==> config.mk <==
export PLATFORM = sky130hd
export DESIGN_NAME = asq_top
export DESIGN_NICKNAME = d
export VERILOG_FILES = /design/src/rtl/asq_pkg.sv /design/src/rtl/asq_top.sv
export VERILOG_INCLUDE_DIRS = /design/src /design/src/rtl
export SDC_FILE = /design/constraint.sdc
export NUM_CORES = 2
export LEC_CHECK = 0
export ABC_AREA = 1
export BUFFER_PORTS_ARGS = -buffer_cell sky130_fd_sc_hd__buf_4
export CAP_MARGIN = 30
export CORE_ASPECT_RATIO = 0.6
export CORE_MARGIN = 3
export CORE_UTILIZATION = 35
export CTS_CLUSTER_DIAMETER = 30
export DETAILED_ROUTE_END_ITERATION = 10
export PLACE_DENSITY = 0.52
export SETUP_SLACK_MARGIN = 0.02
export SYNTH_ARGS = -nofsm -noshare
export SYNTH_HDL_FRONTEND = slang
export SYNTH_SLANG_ARGS = --single-unit
==> constraint.sdc <==
create_clock -name core_clk_i -period 97.7 [get_ports core_clk_i]
set_clock_uncertainty 0.1 [all_clocks]
set_input_delay 14.655 -clock core_clk_i [delete_from_list [all_inputs] [get_ports core_clk_i]]
set_output_delay 14.655 -clock core_clk_i [all_outputs]
set_load 0.005 [all_outputs]
==> src/rtl/asq_defines.svh <==
// offsets, field positions, reset values and timing counts of the step sequencer
`ifndef ASQ_DEFINES_SVH
`define ASQ_DEFINES_SVH

// ----------------------------------------------------------------------
// time base
// ----------------------------------------------------------------------
`define ASQ_CLK_HZ        25000000
`define ASQ_PULSE_MS      100
`define ASQ_UNIT_MS       100
`define ASQ_QUNIT_MS      10
`define ASQ_PULSE_CYC     (`ASQ_PULSE_MS * (`ASQ_CLK_HZ / 1000))
`define ASQ_UNIT_CYC      (`ASQ_UNIT_MS * (`ASQ_CLK_HZ / 1000))
`define ASQ_QUNIT_CYC     (`ASQ_QUNIT_MS * (`ASQ_CLK_HZ / 1000))

// ----------------------------------------------------------------------
// register offsets (byte addresses)
// ----------------------------------------------------------------------
`define ASQ_OFF_CTRL      8'h00
`define ASQ_OFF_QUAL      8'h04
`define ASQ_OFF_STEPS     8'h08
`define ASQ_OFF_INFN_LO   8'h0C
`define ASQ_OFF_INFN_HI   8'h10
`define ASQ_OFF_OUTFN     8'h14
`define ASQ_OFF_STATUS    8'h18
`define ASQ_OFF_IRQ_STAT  8'h1C
`define ASQ_OFF_IRQ_MASK  8'h20
`define ASQ_OFF_TBL_BASE  8'h40
`define ASQ_OFF_TBL_LAST  8'hBF

// ----------------------------------------------------------------------
// fields and codes
// ----------------------------------------------------------------------
`define ASQ_CTRL_AUTO_BIT 4
`define ASQ_APP_AUTO_SEQ  3'h4
`define ASQ_FN_SEQ1       8'h29
`define ASQ_FN_SEQ2       8'h2A
`define ASQ_FN_MANUAL     8'h2B
`define ASQ_FN_GO_STEP    8'h2C
`define ASQ_FN_HOLD_STEP  8'h2D
`define ASQ_FN_STEP_PULSE 8'h14
`define ASQ_FN_SEQ_PULSE  8'h15
`define ASQ_IRQ_STEP_BIT  0
`define ASQ_IRQ_LAST_BIT  1

// ----------------------------------------------------------------------
// reset values and limits
// ----------------------------------------------------------------------
`define ASQ_QUAL_DEF      8'h0A
`define ASQ_QUAL_MIN      8'h02
`define ASQ_QUAL_MAX      8'hC8
`define ASQ_STEPS_DEF     4'h2
`define ASQ_STEPS_MIN     4'h1
`define ASQ_STEPS_MAX     4'h8
`define ASQ_TIME_DEF      13'h0032
`define ASQ_TIME_MIN      13'h0001
`define ASQ_TIME_MAX      13'h1770
`define ASQ_FREQ_DEF      16'h044C

`endif

==> src/rtl/asq_pkg.sv <==
// types shared by the step sequencer
package asq_pkg;

  // one-hot sequencer states
  typedef enum logic [4:0] {
    ST_IDLE   = 5'h01,
    ST_LOAD   = 5'h02,
    ST_RAMP   = 5'h04,
    ST_STEADY = 5'h08,
    ST_WAIT   = 5'h10
  } asq_state_type;

  // timing word of one step, 0.1 s units
  typedef struct packed {
    logic        fwd;
    logic [1:0]  pad_hi;
    logic [12:0] steady;
    logic [2:0]  pad_lo;
    logic [12:0] ramp;
  } asq_timing_type;

  // command handed to the motor control core
  typedef struct packed {
    logic        run;
    logic        fwd;
    logic        manual;
    logic [15:0] freq;
  } asq_drive_type;

endpackage

==> src/rtl/asq_top.sv <==
// automatic step sequencer with avalon-mm register slave
//
// Added by the designer: the register addresses and the Avalon-MM register port.
`timescale 1ns/1ps
`default_nettype none
`include "asq_defines.svh"

// Contract
// [RULE1] sequencer and step table live only in mode 4
// [RULE2] two independent sequences stored and runnable
// [RULE3] codes 41 and 42 start sequence one, two
// [RULE4] code 43 hands drive back to normal sources
// [RULE5] code 44 advances step, auto-B, motor stopped
// [RULE6] input qualification delay 0.02 to 2.00 s
// [RULE7] per-sequence step count 1 to 8, default 2
// [RULE8] every step has frequency, ramp, steady, direction
// [RULE9] hold step frequency for steady time
// [RULE10] relay code 20 pulses 100 ms per step
// [RULE11] output code 21 pulses 100 ms at last step
// [RULE12] auto-A runs all steps without further inputs
// [RULE13] hold input in auto-A keeps current step
// [RULE14] ramp to step frequency over ramp time
// [RULE15] controller holds start input past qualification
module asq_top #(
  parameter int N_IN      = 8,
  parameter int PULSE_CYC = `ASQ_PULSE_CYC,
  parameter int UNIT_CYC  = `ASQ_UNIT_CYC,
  parameter int QUNIT_CYC = `ASQ_QUNIT_CYC
) (
  input  wire logic                core_clk_i,
  input  wire logic                rst_i,
  input  wire logic                ce_i,
  input  wire logic [7:0]          address_i,
  input  wire logic                read_i,
  input  wire logic                write_i,
  input  wire logic [31:0]         writedata_i,
  input  wire logic [3:0]          byteenable_i,
  output logic      [31:0]         readdata_o,
  output logic                     waitrequest_o,
  input  wire logic [N_IN-1:0]     term_i,
  output asq_pkg::asq_drive_type   drive_o,
  output logic      [1:0]          relay_o,
  output logic                     q1_o,
  output logic                     irq_o
);

  // ----------------------------------------------------------------------
  // declarations
  // ----------------------------------------------------------------------
  logic [2:0]              app_mode;
  logic                    auto_b;
  logic [7:0]              qual;
  logic [3:0]              step_cnt [2];
  logic [7:0]              in_fn [8];
  logic [7:0]              out_fn [3];
  logic [1:0]              irq_stat;
  logic [1:0]              irq_mask;
  logic [15:0]             freq_mem [16];
  asq_pkg::asq_timing_type tim_mem [16];
  logic                    enabled;
  logic                    bus_wr;
  logic [31:0]             wmask;
  logic [7:0]              tbl_off;
  logic                    tbl_hit;
  logic [31:0]             next_rdata;
  logic [31:0]             cur_word;
  logic [31:0]             merged;
  logic [31:0]             qtick_cnt;
  logic [31:0]             tick_cnt;
  logic                    qtick;
  logic                    tick;
  logic [N_IN-1:0]         term_q;
  logic [7:0]              qcnt [N_IN];
  logic                    seq1_lvl, seq2_lvl, manual_lvl, go_lvl, hold_lvl;
  logic                    seq1_d, seq2_d, go_d;
  asq_pkg::asq_state_type  state;
  logic                    seq_sel;
  logic [2:0]              step_idx;
  logic [12:0]             steady_left;
  logic [15:0]             target;
  logic [15:0]             delta;
  logic [47:0]             ramp_acc;
  logic [47:0]             ramp_div;
  logic [47:0]             acc_sum;
  logic                    step_evt;
  logic                    last_evt;
  logic [31:0]             step_pcnt;
  logic [31:0]             seq_pcnt;
  logic [3:0]              ent_idx;
  logic [15:0]             ent_freq;
  asq_pkg::asq_timing_type ent_tim;
  logic                    is_last;
  logic                    sel_lvl;

  assign enabled = (app_mode == `ASQ_APP_AUTO_SEQ); // RULE1
  assign bus_wr  = write_i && !waitrequest_o;
  assign wmask   = {{8{byteenable_i[3]}}, {8{byteenable_i[2]}},
                    {8{byteenable_i[1]}}, {8{byteenable_i[0]}}};
  assign tbl_off = address_i - `ASQ_OFF_TBL_BASE;
  assign tbl_hit = enabled && (address_i >= `ASQ_OFF_TBL_BASE) &&
                   (address_i <= `ASQ_OFF_TBL_LAST); // RULE1

  // ----------------------------------------------------------------------
  // avalon slave: one wait cycle, then completion
  // ----------------------------------------------------------------------
  // readback mux; unmapped addresses read as zero
  always_comb begin
    next_rdata = 32'h0000_0000;
    if (address_i == `ASQ_OFF_CTRL) begin
      next_rdata = {27'h0, auto_b, 1'b0, app_mode};
    end else if (address_i == `ASQ_OFF_QUAL) begin
      next_rdata = {24'h0, qual};
    end else if (address_i == `ASQ_OFF_STEPS) begin
      next_rdata = {24'h0, step_cnt[1], step_cnt[0]};
    end else if (address_i == `ASQ_OFF_INFN_LO) begin
      next_rdata = {in_fn[3], in_fn[2], in_fn[1], in_fn[0]};
    end else if (address_i == `ASQ_OFF_INFN_HI) begin
      next_rdata = {in_fn[7], in_fn[6], in_fn[5], in_fn[4]};
    end else if (address_i == `ASQ_OFF_OUTFN) begin
      next_rdata = {8'h0, out_fn[2], out_fn[1], out_fn[0]};
    end else if (address_i == `ASQ_OFF_STATUS) begin
      next_rdata = {drive_o.freq, 3'h0, state, step_idx, seq_sel,
                    enabled, drive_o.manual, drive_o.fwd, drive_o.run};
    end else if (address_i == `ASQ_OFF_IRQ_STAT) begin
      next_rdata = {30'h0, irq_stat};
    end else if (address_i == `ASQ_OFF_IRQ_MASK) begin
      next_rdata = {30'h0, irq_mask};
    end else if (tbl_hit && !tbl_off[2]) begin
      next_rdata = {16'h0, freq_mem[tbl_off[6:3]]};
    end else if (tbl_hit) begin
      next_rdata = tim_mem[tbl_off[6:3]];
    end
  end

  // handshake: waitrequest drops for exactly one cycle per request
  always_ff @(posedge core_clk_i or posedge rst_i) begin
    if (rst_i) begin
      waitrequest_o <= 1'b1;
      readdata_o    <= 32'h0000_0000;
    end else if (ce_i) begin
      if ((read_i || write_i) && waitrequest_o) begin
        waitrequest_o <= 1'b0;
        readdata_o    <= next_rdata;
      end else begin
        waitrequest_o <= 1'b1;
      end
    end
  end

  // ----------------------------------------------------------------------
  // configuration registers
  // ----------------------------------------------------------------------
  assign cur_word = next_rdata;
  assign merged   = (cur_word & ~wmask) | (writedata_i & wmask);

  // out-of-range settings are clamped, never rejected
  always_ff @(posedge core_clk_i or posedge rst_i) begin
    if (rst_i) begin
      app_mode    <= 3'h0;
      auto_b      <= 1'b0;
      qual        <= `ASQ_QUAL_DEF;
      step_cnt[0] <= `ASQ_STEPS_DEF;
      step_cnt[1] <= `ASQ_STEPS_DEF;
      for (int i = 0; i < 8; i++) in_fn[i] <= 8'h00;
      for (int i = 0; i < 3; i++) out_fn[i] <= 8'h00;
      irq_mask    <= 2'h0;
    end else if (ce_i && bus_wr) begin
      if (address_i == `ASQ_OFF_CTRL) begin
        app_mode <= merged[2:0];
        auto_b   <= merged[`ASQ_CTRL_AUTO_BIT];
      end else if (address_i == `ASQ_OFF_QUAL) begin
        if (merged[7:0] < `ASQ_QUAL_MIN) qual <= `ASQ_QUAL_MIN; // RULE6
        else if (merged[7:0] > `ASQ_QUAL_MAX) qual <= `ASQ_QUAL_MAX;
        else qual <= merged[7:0];
      end else if (address_i == `ASQ_OFF_STEPS) begin
        for (int s = 0; s < 2; s++) begin
          if (merged[4*s +: 4] < `ASQ_STEPS_MIN) begin
            step_cnt[s] <= `ASQ_STEPS_MIN; // RULE7
          end else if (merged[4*s +: 4] > `ASQ_STEPS_MAX) begin
            step_cnt[s] <= `ASQ_STEPS_MAX;
          end else begin
            step_cnt[s] <= merged[4*s +: 4];
          end
        end
      end else if (address_i == `ASQ_OFF_INFN_LO) begin
        for (int i = 0; i < 4; i++) in_fn[i] <= merged[8*i +: 8];
      end else if (address_i == `ASQ_OFF_INFN_HI) begin
        for (int i = 0; i < 4; i++) in_fn[i+4] <= merged[8*i +: 8];
      end else if (address_i == `ASQ_OFF_OUTFN) begin
        for (int i = 0; i < 3; i++) out_fn[i] <= merged[8*i +: 8];
      end else if (address_i == `ASQ_OFF_IRQ_MASK) begin
        irq_mask <= merged[1:0];
      end
    end
  end

  // step table: two sequences of eight steps, writable only in mode 4
  always_ff @(posedge core_clk_i or posedge rst_i) begin
    if (rst_i) begin
      for (int i = 0; i < 16; i++) begin
        freq_mem[i]       <= `ASQ_FREQ_DEF;
        tim_mem[i]        <= '0;
        tim_mem[i].fwd    <= 1'b1;
        tim_mem[i].steady <= `ASQ_TIME_DEF;
        tim_mem[i].ramp   <= `ASQ_TIME_DEF;
      end
    end else if (ce_i && bus_wr && tbl_hit) begin
      if (!tbl_off[2]) begin
        freq_mem[tbl_off[6:3]] <= merged[15:0]; // RULE8
      end else begin
        tim_mem[tbl_off[6:3]].fwd <= merged[31];
        if (merged[28:16] < `ASQ_TIME_MIN) begin
          tim_mem[tbl_off[6:3]].steady <= `ASQ_TIME_MIN;
        end else if (merged[28:16] > `ASQ_TIME_MAX) begin
          tim_mem[tbl_off[6:3]].steady <= `ASQ_TIME_MAX;
        end else begin
          tim_mem[tbl_off[6:3]].steady <= merged[28:16];
        end
        if (merged[12:0] < `ASQ_TIME_MIN) begin
          tim_mem[tbl_off[6:3]].ramp <= `ASQ_TIME_MIN;
        end else if (merged[12:0] > `ASQ_TIME_MAX) begin
          tim_mem[tbl_off[6:3]].ramp <= `ASQ_TIME_MAX;
        end else begin
          tim_mem[tbl_off[6:3]].ramp <= merged[12:0];
        end
      end
    end
  end

  // ----------------------------------------------------------------------
  // time base: 10 ms qualification tick, 100 ms step tick
  // ----------------------------------------------------------------------
  always_ff @(posedge core_clk_i or posedge rst_i) begin
    if (rst_i) begin
      qtick_cnt <= 32'h0;
      tick_cnt  <= 32'h0;
      qtick     <= 1'b0;
      tick      <= 1'b0;
    end else if (ce_i) begin
      qtick     <= (qtick_cnt == 32'(QUNIT_CYC - 1));
      tick      <= (tick_cnt == 32'(UNIT_CYC - 1));
      qtick_cnt <= (qtick_cnt == 32'(QUNIT_CYC - 1)) ? 32'h0 : qtick_cnt + 1;
      tick_cnt  <= (tick_cnt == 32'(UNIT_CYC - 1)) ? 32'h0 : tick_cnt + 1;
    end
  end

  // ----------------------------------------------------------------------
  // terminal qualification and function decode
  // ----------------------------------------------------------------------
  // a terminal level is accepted only after it has differed for qual ticks
  for (genvar k = 0; k < N_IN; k++) begin : g_qual
    always_ff @(posedge core_clk_i or posedge rst_i) begin
      if (rst_i) begin
        qcnt[k]   <= 8'h00;
        term_q[k] <= 1'b0;
      end else if (ce_i && qtick) begin
        if (term_i[k] == term_q[k]) begin
          qcnt[k] <= 8'h00;
        end else if (qcnt[k] + 8'h01 >= qual) begin
          qcnt[k]   <= 8'h00;
          term_q[k] <= term_i[k]; // RULE6 RULE15
        end else begin
          qcnt[k] <= qcnt[k] + 8'h01;
        end
      end
    end
  end

  // several terminals may share a function; any one active counts
  always_comb begin
    seq1_lvl   = 1'b0;
    seq2_lvl   = 1'b0;
    manual_lvl = 1'b0;
    go_lvl     = 1'b0;
    hold_lvl   = 1'b0;
    for (int k = 0; k < N_IN; k++) begin
      seq1_lvl   |= term_q[k] && (in_fn[k] == `ASQ_FN_SEQ1); // RULE3
      seq2_lvl   |= term_q[k] && (in_fn[k] == `ASQ_FN_SEQ2); // RULE3
      manual_lvl |= term_q[k] && (in_fn[k] == `ASQ_FN_MANUAL);
      go_lvl     |= term_q[k] && (in_fn[k] == `ASQ_FN_GO_STEP);
      hold_lvl   |= term_q[k] && (in_fn[k] == `ASQ_FN_HOLD_STEP);
    end
  end

  // edge memory for start and advance inputs
  always_ff @(posedge core_clk_i or posedge rst_i) begin
    if (rst_i) begin
      seq1_d <= 1'b0;
      seq2_d <= 1'b0;
      go_d   <= 1'b0;
    end else if (ce_i) begin
      seq1_d <= seq1_lvl;
      seq2_d <= seq2_lvl;
      go_d   <= go_lvl;
    end
  end

  // ----------------------------------------------------------------------
  // sequencer
  // ----------------------------------------------------------------------
  assign ent_idx  = {seq_sel, step_idx}; // RULE2
  assign ent_freq = freq_mem[ent_idx];
  assign ent_tim  = tim_mem[ent_idx];
  assign is_last  = ({1'b0, step_idx} + 4'h1 >= step_cnt[seq_sel]); // RULE7
  assign sel_lvl  = seq_sel ? seq2_lvl : seq1_lvl;
  assign acc_sum  = ramp_acc + {32'h0, delta};

  // ramp uses a rate accumulator: one 0.01 Hz unit per overflow, so
  // no divider is needed; at most one unit moves per clock
  always_ff @(posedge core_clk_i or posedge rst_i) begin
    if (rst_i) begin
      state       <= asq_pkg::ST_IDLE;
      seq_sel     <= 1'b0;
      step_idx    <= 3'h0;
      steady_left <= 13'h0;
      target      <= 16'h0;
      delta       <= 16'h0;
      ramp_acc    <= 48'h0;
      ramp_div    <= 48'h1;
      step_evt    <= 1'b0;
      last_evt    <= 1'b0;
      drive_o     <= '0;
    end else if (ce_i) begin
      step_evt       <= 1'b0;
      last_evt       <= 1'b0;
      drive_o.manual <= manual_lvl || !enabled; // RULE4
      if (!enabled || manual_lvl ||
          (auto_b && !sel_lvl && state != asq_pkg::ST_IDLE)) begin
        state        <= asq_pkg::ST_IDLE; // RULE1 RULE4
        drive_o.run  <= 1'b0;
        drive_o.freq <= 16'h0;
      end else begin
        case (state)
          asq_pkg::ST_IDLE: begin
            if ((seq1_lvl && !seq1_d) || (seq2_lvl && !seq2_d)) begin
              seq_sel  <= !(seq1_lvl && !seq1_d); // RULE3
              step_idx <= 3'h0;
              state    <= asq_pkg::ST_LOAD;
            end
          end
          asq_pkg::ST_LOAD: begin
            target      <= ent_freq; // RULE14
            drive_o.fwd <= ent_tim.fwd;
            drive_o.run <= 1'b1;
            delta       <= (ent_freq > drive_o.freq) ?
                           ent_freq - drive_o.freq : drive_o.freq - ent_freq;
            ramp_div    <= 48'(ent_tim.ramp) * 48'(UNIT_CYC); // RULE14
            ramp_acc    <= 48'h0;
            step_evt    <= 1'b1; // RULE10
            last_evt    <= is_last; // RULE11
            state       <= asq_pkg::ST_RAMP;
          end
          asq_pkg::ST_RAMP: begin
            if (drive_o.freq == target) begin
              steady_left <= ent_tim.steady;
              state       <= asq_pkg::ST_STEADY;
            end else if (acc_sum >= ramp_div) begin
              ramp_acc <= acc_sum - ramp_div;
              if (target > drive_o.freq) drive_o.freq <= drive_o.freq + 16'h1;
              else drive_o.freq <= drive_o.freq - 16'h1; // RULE14
            end else begin
              ramp_acc <= acc_sum;
            end
          end
          asq_pkg::ST_STEADY: begin
            if (tick && !(hold_lvl && !auto_b)) begin // RULE13
              if (steady_left > 13'h1) begin
                steady_left <= steady_left - 13'h1; // RULE9
              end else if (is_last) begin
                state        <= asq_pkg::ST_IDLE;
                drive_o.run  <= 1'b0;
                drive_o.freq <= 16'h0;
              end else if (!auto_b) begin
                step_idx <= step_idx + 3'h1; // RULE12
                state    <= asq_pkg::ST_LOAD;
              end else begin
                drive_o.run  <= 1'b0;
                drive_o.freq <= 16'h0;
                state        <= asq_pkg::ST_WAIT;
              end
            end
          end
          asq_pkg::ST_WAIT: begin
            if (go_lvl && !go_d && !drive_o.run) begin
              step_idx <= step_idx + 3'h1; // RULE5
              state    <= asq_pkg::ST_LOAD;
            end
          end
          default: state <= asq_pkg::ST_IDLE;
        endcase
      end
    end
  end

  // ----------------------------------------------------------------------
  // step and sequence pulses, relay and output terminals
  // ----------------------------------------------------------------------
  // a new step event restarts the pulse rather than stretching it
  always_ff @(posedge core_clk_i or posedge rst_i) begin
    if (rst_i) begin
      step_pcnt <= 32'h0;
      seq_pcnt  <= 32'h0;
      relay_o   <= 2'h0;
      q1_o      <= 1'b0;
    end else if (ce_i) begin
      if (step_evt) step_pcnt <= 32'(PULSE_CYC);
      else if (step_pcnt != 32'h0) step_pcnt <= step_pcnt - 1;
      if (last_evt) seq_pcnt <= 32'(PULSE_CYC);
      else if (seq_pcnt != 32'h0) seq_pcnt <= seq_pcnt - 1;
      for (int r = 0; r < 2; r++) begin
        relay_o[r] <= (out_fn[r] == `ASQ_FN_STEP_PULSE) &&
                      (step_pcnt != 32'h0); // RULE10
      end
      q1_o <= (out_fn[2] == `ASQ_FN_SEQ_PULSE) &&
              (seq_pcnt != 32'h0); // RULE11
    end
  end

  // ----------------------------------------------------------------------
  // interrupts: sticky, write one to clear, set wins
  // ----------------------------------------------------------------------
  always_ff @(posedge core_clk_i or posedge rst_i) begin
    if (rst_i) begin
      irq_stat <= 2'h0;
      irq_o    <= 1'b0;
    end else if (ce_i) begin
      for (int b = 0; b < 2; b++) begin
        if ((b == `ASQ_IRQ_STEP_BIT && step_evt) ||
            (b == `ASQ_IRQ_LAST_BIT && last_evt)) begin
          irq_stat[b] <= 1'b1;
        end else if (bus_wr && address_i == `ASQ_OFF_IRQ_STAT &&
                     byteenable_i[0] && writedata_i[b]) begin
          irq_stat[b] <= 1'b0;
        end
      end
      irq_o <= |(irq_stat & irq_mask);
    end
  end

endmodule
`default_nettype wire

# Yosys cells after proc, flatten, opt, wreduce, memory -nomap -nowiden
# Cells that the tools add are included.
# totals
word_cells,603
regBits,1276
# classes
n_reduce_logical,122
n_eq_ne,86
add_sub_neg,22
n_mux,125
bitwise_logic,59
n_mul,1
n_lt_le_gt_ge,29
# ops
op,n
$bwmux 512,7
$mux 512,6
$mux 32,22
$demux 32 s4,3
$eq 8x6->1 const B,41
$bmux 32 s4,2
$bwmux 256,1
$mux 16,14
$mux 8,18
$bmux 16 s4,2
$mux 48,2
$pmux 48 s2,1
$add 32x1->32 const B,2
$add 8x1->8 const B,8
$and 32x32->32,2
$demux 16 s4,1
$ge 8x8->1,8
$logic_and 1x1->1,64
$reduce_bool 32->1,2
$sub 32x1->32 const B,2
$eq 8x5->1 const B,7
$mux 13,4
$add 48x16->48,1
$ge 48x35->1,1
70 further kinds,223

# Depth between registers and ports, before layout
# logic_depth
ltp_word,27
mapped_depth,33

# Least setup slack after synthesis
# No wires, ideal clock.
# synth_timing
path_type,input to register
from,input address_i[4]
to,register tim_mem[194] (netlist name)
cell_stages,24
required_time_ps,97484
path_buffers,4
setup_time_ps,116
t_arrival_ps,17093
path_slack_ps,80390
path_cell_list,buf_4 -> nor2_4 -> inv_2 -> buf_2 -> buf_2 -> o22ai_1 -> o21ai_0 -> nand2_1 -> o21ai_1 -> nand2_1 -> nand4_1 -> nand2_1 -> nand3_1 -> nand2_1 -> nand2_1 -> nor2_2 -> nand3_2 -> nand2_1 -> buf_2 -> nand2_1 -> nand2_1 -> nand2_1 -> nand2_1 -> nand2_1
# synth_between
elab_chain_cells,26
# synth_rtl
element,line,source
"start, declared",asq_top.sv:33,"input wire logic [7:0] address_i,"
$sub 7x7->7 (no line),n/a,
$not 4->5 (not written as such),n/a,
$bmux 32 s4,asq_top.sv:131,next_rdata = tim_mem[tbl_off[6:3]];
$mux 32 (not written as such) (2 in series),asq_top.sv:131,
$mux 32,asq_top.sv:130,end else if (tbl_hit) begin
$mux 32,asq_top.sv:128,end else if (tbl_hit && !tbl_off[2]) begin
$mux 32,asq_top.sv:126,end else if (address_i == `ASQ_OFF_IRQ_MASK) begin
$mux 32,asq_top.sv:124,end else if (address_i == `ASQ_OFF_IRQ_STAT) begin
(+9 left out),n/a,
$gt 13x13->1 (no line),n/a,
$mux 512,asq_top.sv:214,end else if (merged[28:16] > `ASQ_TIME_MAX) begin
$mux 512,asq_top.sv:212,if (merged[28:16] < `ASQ_TIME_MIN) begin
$mux 512,asq_top.sv:208,if (!tbl_off[2]) begin
$mux 512,asq_top.sv:207,end else if (ce_i && bus_wr && tbl_hit) begin
"$bwmux 512, on equally long branches",n/a,
$mux 512,asq_top.sv:221,end else if (merged[12:0] > `ASQ_TIME_MAX) begin
$mux 512,asq_top.sv:219,if (merged[12:0] < `ASQ_TIME_MIN) begin
"end, declared",asq_top.sv:59,asq_pkg::asq_timing_type tim_mem [16];
# Several ways; a longest one is shown, not always the timed one. The select of a mux whose other input is x is not followed.
# A chain may end at the register's enable or synchronous reset.

# Final worst setup path
# layout_timing
from,input address_i[4]
to,register tim_mem[486] (netlist name)
# Same word-level chain as after synthesis.

==> run summary <==
outcome: completed
# resized after CTS: 0
Worst EP required: 98.29 ns
Total GRT Usage: 29.6%
post-route design area: 0.0867 sq mm
Fin. Hold Viols: 0
die area: 0.218 sq mm
final core occ: 41.3%
drt first pass iters: 6
H-tree Lvls: 4
share of the synthesized area in the top cell type: 34.2%
Slew Limit Fails: 0
Cell variety after synth: 71
number of post-CTS setup repair buffers: 0
P_leak: 41.7 nW
Post-synth EDFFs: 0
CTS tree: yes
RD Place Congestion: 0.959
combinational share of power: 6.5%
largest cells by area after synthesis: dfrtp_1 34%, nand2_1 13%, o21ai_0 8.4%
FF-to-FF End: ramp_div[34]
pre-CTS setup slack: 76.22 ns
vias per inst: 5.67
Core ar.: 0.210 sq mm
Synth warnings: 0
Reg power frac: 35.8%
Post-Place Cell Area: 0.0783 sq mm
placed cell count: 12656
Final Cycle Share: 21.5%
syn_area_per_cell: 7.40 sq um
Synth top cells by count: 2534 x nand2_1, 1240 x o21ai_0, 1097 x inv_1
RSZ-0062 raised after global routing: false
gr ovfl total: 0
Synth async-reset ratio: 100%
Synth Cell Area: 0.0741 sq mm
crit-path leading delay family: simple AND/OR/NAND/NOR gates
Pwr Total: 1.45 mW
WP data arrival: 21.58 ns
Startpoint Class: input pin
P_sw: 376 uW
Max Freq: 47.6 MHz
ratio of cells with drive above 1 in the final layout: 10.0%
fin cells: 13112
final setup fails: 0
critical path type: in -> reg
Int Pwr: 1.08 mW
# clock sinks: 1196
Final #Nets: 10481
CP max stage delay: 0.89 ns
Die W: 600 um
Die Y-Extent: 362 um
Synth Register Bits: 1196
Buf/Inv on CP: 4
WL final: 330 mm
port bufs: 112
reg2reg setup slack: 88.62 ns
Inserted Clock Buffers: 236
crit end category: flip-flop
crit path time final: 21.00 ns
Mapped Cells: 10014
Root Driver: clkbuf_16
Synth-to-Final Area Change: 16.9%
Clk pwr share: 57.8%
Setup WS post-layout: 76.70 ns
min-delay worst type: reg -> reg
Hold Buf Count CTS: 0
Crit. Startpoint: address_i[4]
Worst-Margin Slew: 1.22 ns
Cell Pwr Density: 16.8 mW/mm^2
Reg clk slew, reported paths: 0.05 ns
WHS: 0.364 ns
vias in the first global route: 69668
largest net degree at the start of global routing: 158
Peak VDD IR: 0.0000141 V
Seq/Total Area, Yosys: 40.7%
Worst Path Max Fanout: 54
number of nets still failing antenna checks after routing: 0
worst r2r path cells: 26
Post-DP HPWL: 230 mm
reg-to-reg startpoint: step_idx[0]
max-cap violation count: 0
CP Depth: 25
DRC viols: 0
TNS Setup: 0 ns
CP Capture Point: tim_mem[486]
slowest stage cell, crit path: buf_4
DR vias: 74349
Site Rows: 130
slew margin rel.: 18.4%
I/O pins: 113
Starting Density: 35.3%
initial antenna violation count: 21
Most used DFF post-synth: dfrtp_1
average wire per cell in the routed design: 25.1 um
1st-iter DRT viols: 11103
first-pass GRT wire length: 482 mm
Clock Path Buffers: 4
switch share: 25.9%
most frequent CP cell: nand2_1
area leader, netlist: dfrtp_1
Clock Latency Late Sink: 0.88 ns
top-count cell post-synth: nand2_1
total nets after synthesis: 10426
==> power groups by stage <==
stage	sequential (mW)	clock, mW	combinational [mW]
2_1_floorplan	0.525	0	0.0554
5_1_grt	0.521	0.875	0.102
4_1_cts	0.519	0.848	0.0918
6_report	0.520	0.840	0.0941
3_5_place_dp	0.527	0	0.0915
3_3_place_gp	0.527	0	0.0900
==> worst register-to-register path, cell delays in order (launching register included) <==
cell and delay (ns):
dfrtp_4 0.56, inv_8 0.39, buf_4 1.11, buf_4 0.72
a21oi_1 0.15, o21ai_0 0.14, nand3_1 0.11, nand3_1 0.28
nand2_1 0.47, ha_1 0.58, ha_1 0.24, fa_1 0.48
inv_1 0.05, fa_1 0.48, fa_1 0.49, inv_1 0.04
ha_1 0.34, nand3_1 0.12, nand3_1 0.11, a21oi_1 0.11
o21ai_0 0.54, a21oi_1 0.23, o21ai_0 0.33, a31oi_1 0.20
o31ai_1 0.29, xnor2_1 0.18, o21ai_0 0.10
==> registers in the layout (all words and copies together) (netlist names), 48 cells and up <==
name / flops
tim_mem: 432
freq_mem: 256
qcnt: 64
in_fn: 64
ramp_acc: 48
==> cells by family (layout without fill, tap and decap cells) <==
group,count (synthesis),count (layout),synth area share [%]
compound gates,2510,2510,19.0
xor+xnor,209,209,2.47
fa+ha+maj,355,355,6.53
buf+inv,1609,1863,8.41
flops,1196,1196,40.7
mux,5,5,0.0692
other cells,0,6,0
simple gates,4130,4130,22.8
==> area by class of cell <==
type                            count  area (sq um)
Multi-Input combinational cell   7209         38000
Clock inverter                    121          1510
Fill cell                       21448        123000
Antenna cell                        6          15.0
Timing Repair Buffer              302          2610
Tap cell                         2838          3550
Sequential cell                  1196         30200
Inverter                         1124          4240
Clock buffer                      316          6610
==> layout by cell type (no fill, tap or decap), types with 146 or more instances in the layout <==
master	netlist	final
nand2_1	2534	2520
o21ai_0	1240	1239
inv_1	1097	1091
dfrtp_1	1013	1009
nor2_1	828	806
a21oi_1	494	494
nand3_1	353	352
ha_1	302	302
buf_4	17	273
o22ai_1	255	254
clkbuf_16	0	240
dfstp_2	183	183
xor2_1	152	152
nand4_1	146	146
==> routing by layer <==
metal	GRT usage, %	share of wire (%)
met5	0	0.015
met4	8.71	3.3
met3	10.5	14
met2	38.1	37
met1	45.1	46
==> worst min-delay path by stage <==
stage	to	start	slack (ns)	cells after the start
final	ramp_div[0]	ramp_div[0]	0.36	2
after global routing	ramp_div[0]	ramp_div[0]	0.38	2
after CTS	ramp_div[0]	ramp_div[0]	0.36	2
after detailed placement	ramp_div[0]	ramp_div[0]	0.36	2
after global placement	ramp_div[0]	ramp_div[0]	0.35	2
after floorplan	ramp_div[0]	ramp_div[0]	0.34	2
No activity file was read; power rests on OpenSTA's default activity.
